[src/lcmfc_pkg.sv]
// constants and types for the led channel mode and fault controller
// assumes a 10 mhz system clock; analog comparators deliver clean levels
package lcmfc_pkg;
    localparam int CLK_HZ = 10_000_000;
    localparam int SOFT_START_US = 200;
    localparam int SOFT_START_CYC = (SOFT_START_US * CLK_HZ) / 1_000_000;
    localparam int LOW_POWER_MS = 4;
    localparam int LOW_POWER_CYC = (LOW_POWER_MS * CLK_HZ) / 1000;
    localparam int HICCUP_MS = 128;
    localparam int HICCUP_CYC = (HICCUP_MS * CLK_HZ) / 1000;
    localparam int SHORT_DG_MS = 4;
    localparam int SHORT_DG_CYC = (SHORT_DG_MS * CLK_HZ) / 1000;
    localparam int OPEN_DG_MS = 6;
    localparam int OPEN_DG_CYC = (OPEN_DG_MS * CLK_HZ) / 1000;
    localparam int DG_PULSES = 15;
    localparam int RAMP_W = 8;
    localparam logic [7:0] RAMP_FULL = 8'hff;
    localparam int TMR_W = 24;
    typedef enum logic [1:0] {LCMFC_CH_OFF, LCMFC_CH_RUN, LCMFC_CH_HICCUP}
        lcmfc_ch_state_t;
endpackage

[src/lcmfc_channel.sv]
// one sink channel: on/off, soft-start ramp, open/short deglitch, hiccup
// assumes open/short flags are comparator levels synchronous to clk_sys_in
`timescale 1ns/1ps
module lcmfc_channel #(
    parameter int SS_CYC = lcmfc_pkg::SOFT_START_CYC,
    parameter int SH_CYC = lcmfc_pkg::SHORT_DG_CYC,
    parameter int OP_CYC = lcmfc_pkg::OPEN_DG_CYC,
    parameter int HC_CYC = lcmfc_pkg::HICCUP_CYC
) (
    input wire logic clk_sys_in,
    input wire logic rst_n_in,
    input wire logic run_in,
    input wire logic dim_in,
    input wire logic open_det_in,
    input wire logic short_det_in,
    output logic sink_on_out,
    output logic [lcmfc_pkg::RAMP_W-1:0] ramp_level_out,
    output logic fault_out
);
    import lcmfc_pkg::*;
    typedef struct packed {
        lcmfc_ch_state_t st;
        logic [TMR_W-1:0] ss_cnt;
        logic [TMR_W-1:0] op_cnt;
        logic [TMR_W-1:0] sh_cnt;
        logic [4:0] op_pulses;
        logic [4:0] sh_pulses;
        logic [TMR_W-1:0] hc_cnt;
        logic dim_d;
        logic sink;
        logic [RAMP_W-1:0] ramp;
    } lcmfc_ch_t;
    lcmfc_ch_t cur_ff, nxt_ff;
    logic fall;
    logic op_hit, sh_hit;

    always_comb
    begin
        nxt_ff = cur_ff;
        fall = cur_ff.dim_d & ~dim_in;
        op_hit = 1'b0;
        sh_hit = 1'b0;
        nxt_ff.dim_d = dim_in;
        unique case (cur_ff.st)
            LCMFC_CH_OFF:
            begin
                nxt_ff.ss_cnt = '0;
                nxt_ff.ramp = '0;
                if (run_in)
                begin
                    nxt_ff.st = LCMFC_CH_RUN;
                end
            end
            LCMFC_CH_RUN:
            begin
                // ramp advances only while conducting, so it tracks lit time
                if (dim_in && cur_ff.ss_cnt < TMR_W'(SS_CYC))
                begin
                    nxt_ff.ss_cnt = cur_ff.ss_cnt + 1'b1;
                end
                nxt_ff.ramp = (cur_ff.ss_cnt >= TMR_W'(SS_CYC)) ? RAMP_FULL :
                    RAMP_W'((cur_ff.ss_cnt * 256) / SS_CYC);
                // continuous time counts while lit; pulse counts per cycle
                if (dim_in && open_det_in)
                begin
                    nxt_ff.op_cnt = cur_ff.op_cnt + 1'b1;
                end
                else if (!dim_in && !fall)
                begin
                    nxt_ff.op_cnt = '0;
                end
                if (dim_in && short_det_in)
                begin
                    nxt_ff.sh_cnt = cur_ff.sh_cnt + 1'b1;
                end
                else if (!dim_in && !fall)
                begin
                    nxt_ff.sh_cnt = '0;
                end
                if (fall)
                begin
                    nxt_ff.op_pulses = (cur_ff.op_cnt != '0) ?
                        cur_ff.op_pulses + 1'b1 : '0;
                    nxt_ff.sh_pulses = (cur_ff.sh_cnt != '0) ?
                        cur_ff.sh_pulses + 1'b1 : '0;
                    nxt_ff.op_cnt = '0;
                    nxt_ff.sh_cnt = '0;
                end
                if (dim_in && !open_det_in)
                begin
                    nxt_ff.op_cnt = '0;
                end
                if (dim_in && !short_det_in)
                begin
                    nxt_ff.sh_cnt = '0;
                end
                sh_hit = (cur_ff.sh_cnt >= TMR_W'(SH_CYC)) ||
                    (cur_ff.sh_pulses >= 5'(DG_PULSES));
                op_hit = (cur_ff.op_cnt >= TMR_W'(OP_CYC)) ||
                    (cur_ff.op_pulses >= 5'(DG_PULSES));
                if (sh_hit || op_hit)
                begin
                    nxt_ff.st = LCMFC_CH_HICCUP;
                    nxt_ff.hc_cnt = '0;
                end
                if (!run_in)
                begin
                    nxt_ff.st = LCMFC_CH_OFF;
                end
            end
            LCMFC_CH_HICCUP:
            begin
                nxt_ff.hc_cnt = cur_ff.hc_cnt + 1'b1;
                nxt_ff.ramp = '0;
                if (cur_ff.hc_cnt == TMR_W'(HC_CYC - 1))
                begin
                    // retest: clear history; a persisting fault re-trips
                    nxt_ff.st = LCMFC_CH_RUN;
                    nxt_ff.ss_cnt = '0;
                    nxt_ff.op_cnt = '0;
                    nxt_ff.sh_cnt = '0;
                    nxt_ff.op_pulses = '0;
                    nxt_ff.sh_pulses = '0;
                end
                if (!run_in)
                begin
                    nxt_ff.st = LCMFC_CH_OFF;
                end
            end
        endcase
        if (nxt_ff.st != LCMFC_CH_RUN)
        begin
            nxt_ff.op_cnt = '0;
            nxt_ff.sh_cnt = '0;
        end
        nxt_ff.sink = (nxt_ff.st == LCMFC_CH_RUN) && dim_in;
    end

    always_ff @(posedge clk_sys_in or negedge rst_n_in)
    begin
        if (!rst_n_in)
        begin
            cur_ff <= '0;
        end
        else
        begin
            cur_ff <= nxt_ff;
        end
    end

    assign sink_on_out = cur_ff.sink;
    assign ramp_level_out = cur_ff.ramp;
    assign fault_out = (cur_ff.st == LCMFC_CH_HICCUP);

    chk_sink_follows: assert property (@(posedge clk_sys_in)
        disable iff (!rst_n_in)
        ($past(cur_ff.st) == LCMFC_CH_RUN && cur_ff.st == LCMFC_CH_RUN)
        |-> (sink_on_out == $past(dim_in)))
        else $error("sink does not follow dim input");
    chk_hiccup_len: assert property (@(posedge clk_sys_in)
        disable iff (!rst_n_in)
        (fault_out && run_in && cur_ff.hc_cnt < TMR_W'(HC_CYC - 1))
        |=> fault_out)
        else $error("hiccup ended early");
    chk_hiccup_sink_off: assert property (@(posedge clk_sys_in)
        disable iff (!rst_n_in)
        fault_out |-> ##1 (!sink_on_out || !fault_out))
        else $error("sink on during hiccup");
    chk_short_trip: assert property (@(posedge clk_sys_in)
        disable iff (!rst_n_in)
        (cur_ff.st == LCMFC_CH_RUN && run_in &&
        cur_ff.sh_cnt >= TMR_W'(SH_CYC)) |=> fault_out)
        else $error("short not tripped");
    chk_open_trip: assert property (@(posedge clk_sys_in)
        disable iff (!rst_n_in)
        (cur_ff.st == LCMFC_CH_RUN && run_in &&
        cur_ff.op_pulses >= 5'(DG_PULSES)) |=> fault_out)
        else $error("open pulse count not tripped");
    chk_retest: assert property (@(posedge clk_sys_in)
        disable iff (!rst_n_in)
        (fault_out && run_in && cur_ff.hc_cnt == TMR_W'(HC_CYC - 1))
        |=> (cur_ff.st == LCMFC_CH_RUN && cur_ff.ss_cnt == '0))
        else $error("no retest after hiccup");
endmodule // lcmfc_channel

[src/lcmfc_top.sv]
// led channel mode and fault controller top: enable, low power, headroom
// feedback and the shared open-drain fault line for NUM_CH channels, two by default
// assumes all inputs are synchronous to clk_sys_in and already filtered
`timescale 1ns/1ps
// Functional notes
// enable on any dim high, off when all low; the code stays enabled with all dims low until low power is entered
// ramp sink current over about 200 us
// all dims quiet 4 ms enters low power
// any dim activity wakes from low power
// each sink follows its own dim input
// handle dim high pulses down to 1 us
// controller runs dimming above 500 Hz
// static dim level keeps channel off or on
// no feedback current if enabled channel lacks headroom
// dim-low channel ignored for headroom reporting
// feedback current when all headroom sufficient
// supply lockout with 6 V on, 5.7 V off
// lockout asserts the fault output
// open or short: fault 128 ms then retest
// retest passes reactivates, else repeat cycle
// unaffected channels keep running during fault
// all fault sources share one fault output
// short confirmed after 4 ms or 15 cycles
// open confirmed after 6 ms or 15 cycles
// fault output is open drain, shareable
// inactivity timer restarts on any dim high
// fault released once no source remains
module lcmfc_top #(
    parameter int NUM_CH = 2,
    parameter int LP_CYC = lcmfc_pkg::LOW_POWER_CYC,
    parameter int HC_CYC = lcmfc_pkg::HICCUP_CYC,
    parameter int SH_CYC = lcmfc_pkg::SHORT_DG_CYC,
    parameter int OP_CYC = lcmfc_pkg::OPEN_DG_CYC
) (
    input wire logic clk_sys_in,
    input wire logic rst_n_in,
    input wire logic [NUM_CH-1:0] channel_dim_input_in,
    input wire logic supply_above_on_in,
    input wire logic supply_above_off_in,
    input wire logic over_temp_in,
    input wire logic [NUM_CH-1:0] headroom_ok_in,
    input wire logic [NUM_CH-1:0] open_det_in,
    input wire logic [NUM_CH-1:0] short_det_in,
    output logic [NUM_CH-1:0] channel_current_sink_out,
    output logic [NUM_CH*lcmfc_pkg::RAMP_W-1:0] ramp_level_out,
    output logic headroom_feedback_current_out,
    output logic low_power_out,
    output logic enabled_out,
    output logic fault_out_n_out,
    output logic fault_out_n_oe_out
);
    import lcmfc_pkg::*;
    typedef struct packed {
        logic uv_lock;
        logic low_power;
        logic [TMR_W-1:0] idle_cnt;
        logic pg;
        logic fault;
    } lcmfc_top_t;
    lcmfc_top_t cur_ff, nxt_ff;
    logic any_dim;
    logic run;
    logic [NUM_CH-1:0] ch_fault;
    logic [NUM_CH-1:0] ch_sink;
    logic [NUM_CH-1:0] short_lack;

    // dim inputs are sampled every 100 ns, so a 1 us pulse is ten samples
    assign any_dim = |channel_dim_input_in;
    assign run = !cur_ff.uv_lock && (any_dim || !cur_ff.low_power);

    genvar gi;
    generate
        for (gi = 0; gi < NUM_CH; gi++)
        begin : g_ch
            lcmfc_channel #(
                .SS_CYC(SOFT_START_CYC),
                .SH_CYC(SH_CYC),
                .OP_CYC(OP_CYC),
                .HC_CYC(HC_CYC)
            ) u_ch (
                .clk_sys_in(clk_sys_in),
                .rst_n_in(rst_n_in),
                .run_in(run),
                .dim_in(channel_dim_input_in[gi]),
                .open_det_in(open_det_in[gi]),
                .short_det_in(short_det_in[gi]),
                .sink_on_out(ch_sink[gi]),
                .ramp_level_out(ramp_level_out[gi*RAMP_W +: RAMP_W]),
                .fault_out(ch_fault[gi])
            );
            // a dim-low channel never counts as lacking headroom
            assign short_lack[gi] = channel_dim_input_in[gi] &&
                !headroom_ok_in[gi];
        end
    endgenerate

    always_comb
    begin
        nxt_ff = cur_ff;
        // hysteresis: lock until on level, relock below off level
        if (cur_ff.uv_lock && supply_above_on_in)
        begin
            nxt_ff.uv_lock = 1'b0;
        end
        else if (!cur_ff.uv_lock && !supply_above_off_in)
        begin
            nxt_ff.uv_lock = 1'b1;
        end
        if (any_dim)
        begin
            nxt_ff.idle_cnt = '0;
            nxt_ff.low_power = 1'b0;
        end
        else if (cur_ff.idle_cnt < TMR_W'(LP_CYC))
        begin
            nxt_ff.idle_cnt = cur_ff.idle_cnt + 1'b1;
        end
        else
        begin
            nxt_ff.low_power = 1'b1;
        end
        // feedback only while the driver runs and no lit channel is short
        nxt_ff.pg = run && any_dim && (short_lack == '0);
        nxt_ff.fault = nxt_ff.uv_lock || over_temp_in ||
            (ch_fault != '0);
    end

    always_ff @(posedge clk_sys_in or negedge rst_n_in)
    begin
        if (!rst_n_in)
        begin
            // supply assumed low at power up, so lockout starts set
            cur_ff <= '{uv_lock: 1'b1, low_power: 1'b1, idle_cnt: '0,
                pg: 1'b0, fault: 1'b1};
        end
        else
        begin
            cur_ff <= nxt_ff;
        end
    end

    assign channel_current_sink_out = ch_sink;
    assign headroom_feedback_current_out = cur_ff.pg;
    assign low_power_out = cur_ff.low_power;
    assign enabled_out = run;
    // open drain: only ever pulls low; pull-up lives on the board
    assign fault_out_n_out = 1'b0;
    assign fault_out_n_oe_out = cur_ff.fault;

    chk_lp_entry: assert property (@(posedge clk_sys_in)
        disable iff (!rst_n_in)
        (!any_dim && cur_ff.idle_cnt == TMR_W'(LP_CYC)) |=> low_power_out)

        else $error("low power not entered");
    chk_lp_wake: assert property (@(posedge clk_sys_in)
        disable iff (!rst_n_in)
        any_dim |=> !low_power_out && cur_ff.idle_cnt == '0)
        else $error("no wake on dim activity");
    chk_uv_fault: assert property (@(posedge clk_sys_in)
        disable iff (!rst_n_in)
        cur_ff.uv_lock |-> fault_out_n_oe_out)
        else $error("lockout without fault");
    chk_uv_hyst: assert property (@(posedge clk_sys_in)
        disable iff (!rst_n_in)
        (cur_ff.uv_lock && !supply_above_on_in) |=> cur_ff.uv_lock)
        else $error("lockout released below on level");
    chk_pg_lack: assert property (@(posedge clk_sys_in)
        disable iff (!rst_n_in)
        (short_lack != '0) |=> !headroom_feedback_current_out)
        else $error("feedback despite low headroom");
    chk_fault_rel: assert property (@(posedge clk_sys_in)
        disable iff (!rst_n_in)
        (!nxt_ff.uv_lock && !over_temp_in && ch_fault == '0)
        |=> !fault_out_n_oe_out)
        else $error("fault held with no source");
    chk_ch_fault: assert property (@(posedge clk_sys_in)
        disable iff (!rst_n_in)
        $rose(ch_fault[0]) |=> fault_out_n_oe_out)
        else $error("channel fault not reported");
    chk_idle_reset: assert property (@(posedge clk_sys_in)
        disable iff (!rst_n_in)
        $fell(any_dim) |=> cur_ff.idle_cnt == TMR_W'(1))
        else $error("idle timer not restarted");
endmodule // lcmfc_top

[config.mk]
export PLATFORM = sky130hd
export DESIGN_NAME = lcmfc_top
export DESIGN_NICKNAME = d
export VERILOG_FILES = /design/src/lcmfc_pkg.sv /design/src/lcmfc_channel.sv /design/src/lcmfc_top.sv
export SDC_FILE = /design/constraint.sdc
export NUM_CORES = 1
export LEC_CHECK = 0
export ABC_CLOCK_PERIOD_IN_PS = 19830
export BUFFER_PORTS_ARGS = -buffer_cell sky130_fd_sc_hd__buf_4
export CORE_MARGIN = 2
export CORE_UTILIZATION = 40
export CTS_CLUSTER_SIZE = 14
export DETAILED_ROUTE_END_ITERATION = 8
export PLACE_DENSITY_LB_ADDON = 0.25
export SYNTH_ARGS = -nofsm -noshare
export SYNTH_HDL_FRONTEND = slang
export SYNTH_SLANG_ARGS = --single-unit
[constraint.sdc]
create_clock -name clk_sys_in -period 19.83 [get_ports clk_sys_in]
set_input_delay 3.966 -clock clk_sys_in [delete_from_list [all_inputs] [get_ports clk_sys_in]]
set_output_delay 3.966 -clock clk_sys_in [all_outputs]
set_load 0.02 [all_outputs]
Word-level counts from Yosys, hierarchy flattened. Index checks and enable logic that the tools add are counted.

Eq/ne operators: 25. Div/mod/pow operators: 2. Muxes and demuxes: 45. Bitwise logic cells: 4. Reductions and logical operators: 69. Shifts and indexed selects: 0. $lt $le $gt $ge: 13. Add/subtract/negate cells: 13. Multiply operators: 0.

Operators by type and width (count): 24-bit two-way mux (15); 82-bit case mux with 2 select lines (2); 24-bit by 1-bit adder with 24-bit output, second input constant (9); 84-bit two-way mux (2); 26-bit case mux with 3 select lines (2); 58-bit two-way mux (2); 24-bit by 16-bit >= comparator with 1-bit output, second input constant (4); 48-bit two-way mux (2); 24-bit nonzero test (4); 32-bit by 11-bit divider with 32-bit output, second input constant (2); 24-bit by 21-bit == test with 1-bit output, second input constant (2); 24-bit by 11-bit >= comparator with 1-bit output, second input constant (2); 24-bit by 11-bit less-than comparator with 1-bit output, second input constant (2); 8-bit case mux with 2 select lines (2); 25-bit two-way mux (1); 24-bit by 16-bit less-than comparator with 1-bit output, second input constant (1); 6-bit by 1-bit != test with 1-bit output, second input constant (4); 1-bit logical AND (21); 5-bit by 1-bit adder with 5-bit output, second input constant (4); 5-bit by 4-bit >= comparator with 1-bit output, second input constant (4); 5-bit two-way mux (4); 3-bit AND reduction (6); 2-bit two-way mux (8); 8-bit two-way mux (2); other kinds (15) (64).

Output and inout bits: 23. Memories kept: 0. ROM bits: 0. Bits in latches: 0. Input bits: 13. Flip-flop bits (word level): 264. Memory bits (writable): 0.

Logic depth before layout (Yosys ltp).
Word-level depth: 10. Gate-level depth with buffers: 73. Gate-level depth less buffers: 59.

By module. Synthesis repeated with hierarchy kept, for this count alone.

Cells, all modules: 3741. Area, all modules: 28361.0 um2.

By module, submodules not included: lcmfc_channel at g_ch[0].u_ch (cells an instance 1836, instances 1, seq. area each 2952.8 um2, area an instance 13730.7 um2); lcmfc_channel at g_ch[1].u_ch (cells an instance 1776, instances 1, seq. area each 2952.8 um2, area an instance 13281.5 um2); lcmfc_top (cells an instance 129, instances 1, seq. area each 704.4 um2, area an instance 1348.8 um2).

Least setup slack after synthesis. Ideal clock, no wire load.

Path type: flip-flop to flip-flop. From: register g_ch[1].u_ch.cur_ff[109] (netlist bit). To: register g_ch[1].u_ch.cur_ff (netlist bit g_ch[1].u_ch.ramp_level_out[0]). Library setup time: 0.139 ns. Clock period less this slack: 15.518 ns. Data arrival time: 15.379 ns. Stages on the path, launching flop included: 70. Setup slack: 4.312 ns. Path through: dfrtp_1 > buf_2 > or2_1 > buf_2 > a211oi_1 > o31a_2 > and2_1 > a21oi_4 > mux2_4 > nor3_2 > mux2_1 > o32ai_1 > and3_1 > buf_2 > a21oi_1 > and4b_1 > buf_2 > nor4_1 > (+34 left out) > buf_2 > mux2_4 > o41a_1 > buf_4 > buf_2 > inv_1 > ha_1 > nand2b_1 > nor3_1 > o21ai_2 > nand2_2 > ha_1 > nor2_1 > o311a_1 > nor3b_1 > a21oi_1 > o31ai_1 > o2111ai_1.

RTL lines: start: declaration (RTL line lcmfc_channel.sv:33) `lcmfc_ch_t cur_ff, nxt_ff;`; start signal: assignment (RTL line lcmfc_channel.sv:147) `cur_ff <= nxt_ff;`.

==> metrics.md <==
| Metric | Value |
|---|---|
| Status | complete, no violations |
| Clock sink total | 264 |
| Dominant combinational cell family by area after synthesis | compound AO/OA/AOI/OAI gates |
| Num rows | 96 |
| P_leak | 0.0110 µW |
| Routed wire length on met2 | 33.9 mm |
| Met1 Wirelength | 35.6 mm |
| Syn-to-layout area delta | 5.92% |
| RSZ-0062 raised after global routing | no |
| Post-synth EDFFs | 0 |
| Max FO, Critical Path | 20 |
| Peak supply drop | 0.0672 mV |
| Slowest cell on the critical path | dfrtp_1 |
| Clock transition at the registers of the reported paths | 0.06 ns |
| Synthesis-stage register bit count | 264 |
| Yosys warning count | 0 |
| Via count | 27,200 |
| WP data required | 20.28 ns |
| DR pass1 iterations | 6 |
| Adder and majority gate portion of the synthesized area | 2.19% |
| Ant. Diodes | 0 |
| Htree depth | 1 |
| CTS Buffer Depth | 3 |
| Synth Area in XOR/XNOR | 5.24% |
| Fmax | 0.0546 GHz |
| Worst Path Arrival | 18.76 ns |
| Synth Area per Inst | 7.52 µm² |
| Setup crit start kind | flip-flop |
| Max stage delay on crit path | 0.61 ns |
| Synthesized Nets | 3,709 |
| Via density | 6.14 |
| Slew Viols, Final | 0 |
| Mux share of post-synthesis cell area | 3.66% |
| Post-Synthesis Cells | 3,655 |
| Clock Tree Root | clkbuf_16 |
| Predominant post-synthesis flop cell | dfrtp_1 |
| Layout cell share with drive strength beyond 1 | 7.89% |
| Final count of negative-setup-slack endpoints | 0 |
| Complex-gate fraction of the synthesized area | 30.8% |
| Finished Cell Area | 29,100 µm² |
| Tmin final | 18.31 ns |
| Die Wd | 266 µm |
| Maxcap violations | 0 |
| Clock Skews | 0.0323 ns |
| Power density cells | 50.2 nW/µm² |
| Placed instance area | 28,000 µm² |
| Area leader, netlist | dfrtp_1 |
| Hold/Removal Path Class | flip-flop to flip-flop |
| Seq/Total Area, Yosys | 24.1% |
| Final Hold Viols | 0 |
| Die height | 266 µm |
| Initial Util | 40.2% |
| Cell area after synthesis | 27,500 µm² |
| Slew at the pin closest to its max-slew limit | 1.07 ns |
| DR WL met3 | 2.80 mm |
| Filler cell count | 6,865 |
| DR top layer | met4 |
| Relative slew slack | 28.5% |
| Iter 0 DRT Violations | 2,492 |
| Clk_lat worst skew | 0.61 ns |
| Initial antenna violation count | 2 |
| Drt wl/cell | 16.5 µm |
| Final HPWL DP | 52.8 mm |
| Simple-Gate Fraction of Synth Area | 29.1% |
| ANT nets after route | 0 |
| Unique masters post-synth | 149 |
| Top cell by count, worst path | ha_1 |
| Drt drc | 0 |
| Setup crit end kind | flip-flop |
| Io pins | 36 |
| Port Buffers | 34 |
| Grt total ovfl | 0 |
| Total track usage | 20.0% |
| Die Area | 70,800 µm² |
| Critical path type | flip-flop to flip-flop |
| Largest net degree at the start of global routing | 122 |
| Nets | 3,581 |
| First-pass GRT wire length | 124 mm |
| CTS tree | done |
| Setup Fix Bufs, Post-CTS | 0 |
| Core ar. | 68,300 µm² |
| Vias in the first global route | 24,600 |
| Routed WL | 73.2 mm |
| Synth area leaders | dfrtp_1 (24%), nor2_1 (6.3%), a21oi_1 (4.8%) |
| Gpl congestion | 0.899 |
| Synth top area share | 23.8% |
| Post-synthesis async set-or-reset flop share | 100% |
| Setup TNS | 0 ns |
| Top delay family on crit path | simple AND/OR/NAND/NOR gates |
| WP buf/inv | 2 |
| CTS buffer count | 31 |
| Part of the cycle the worst path needs | 92.4% |
cell type report:
| class | instances | area [µm²] | share of cell area [%] |
|---|---|---|---|
| clock buffers | 46 | 882 | 3.03 |
| clock inverters | 11 | 130 | 0.447 |
| inverters | 97 | 364 | 1.25 |
| multi-input cells | 3075 | 19600 | 67.3 |
| flip-flops and latches | 264 | 6610 | 22.7 |
| well taps | 882 | 1100 | 3.79 |
| repair buffers | 58 | 443 | 1.52 |
tightest hold or removal path: cells and delay by family (launching register included):
kind            cells  cell delay [ns]
flops               1             0.34
simple gates        1             0.07
compound gates      1             0.04
synth_stat cells, types with 63 or more instances:
cell	number
dfrtp_1	261
inv_1	91
and3_1	105
mux2i_1	63
o21ai_0	235
or3_1	67
nor2_1	461
xor2_1	67
nand3_1	154
a21oi_1	263
clkbuf_1	129
a31oi_1	66
nand2_1	292
nand4_1	68
nor3_1	119
xnor2_1	91
cells by family after synthesis:
logic type / count (synthesis)
AO/OA/AOI/OAI: 1188
XOR/XNOR: 161
adder cells (fa/ha/maj): 50
buffers and inverters: 316
flip-flops: 264
multiplexers: 91
other: 1
AND/OR/NAND/NOR: 1584
path summary, 6_finish.rpt:
kind / startpoint / endpoint / slack [ns] / depth (start not counted)
setup / recovery: g_ch[1].u_ch.cur_ff[114] / g_ch[1].u_ch.ramp_level_out[0] / 1.52 / 58
hold / removal: cur_ff[25] / cur_ff[25] / 0.50 / 2
setup reg to reg: g_ch[1].u_ch.cur_ff[114] / g_ch[1].u_ch.ramp_level_out[0] / 1.52 / 58
hold reg to reg: cur_ff[25] / cur_ff[25] / 0.50 / 2
max in group asynchronous: rst_n_in / g_ch[1].u_ch.cur_ff[42] / 14.79 / 2
min in group asynchronous: rst_n_in / cur_ff[19] / 3.44 / 1
metrics by stage:
stage               utilization (%)  std cells  hold slack, ns  setup slack (ns)  power [µW]
finish                         42.6       4433           0.496              1.52        1460
global route                   42.6       4433           0.526            0.0218        1540
floorplan                         -       3655           0.454              4.31         796
global placement               41.0       4376           0.479              1.24         901
detailed placement             41.0       4376           0.487             0.805         899
CTS                            42.5       4433           0.501             0.740        1480
power breakdown:
group | switching, µW | total [µW] | internal (µW)
clock | 238 | 572 | 334
sequential | 16.6 | 567 | 550
combinational | 241 | 323 | 81.2
repair_timing:
| item | 4_1_cts | 5_1_grt |
|---|---|---|
| gates resized for setup | 0 | 9 |
| setup endpoints to repair | 0 | 4 |
| hold buffers | 0 | 0 |
flip-flops by register name, summed over array words and instances, names as in the netlist:
register,cells
g_ch.u_ch.ramp_level_out,16
g_ch.u_ch.cur_ff,218
headroom_feedback_current_out,1
g_ch.u_ch.sink_on_out,2
low_power_out,1
fault_out_n_oe_out,1
cur_ff,25
placed cells by master (no fill, tap or decap), drive strengths merged, types with 45 or more instances in the layout:
cell type,n
nor4,61
o31ai,54
and2,53
nor2,464
or2,45
o21ai,264
a21oi,267
clkbuf,46
nor3,124
o211ai,57
a31oi,68
inv,93
mux2i,65
dfrtp,261
nand3,154
and3,105
xor2,68
xnor2,92
buf,58
nand2,293
nand4,69
or3,71
per-layer routing:
layer  vias to the layer above  track usage (%)
met3                        84             1.77
met5                         -                0
met2                       647             33.3
li1                      13600                -
met1                     12900             28.6
met4                         0             3.14
No activity file was read; power rests on OpenSTA's default activity.
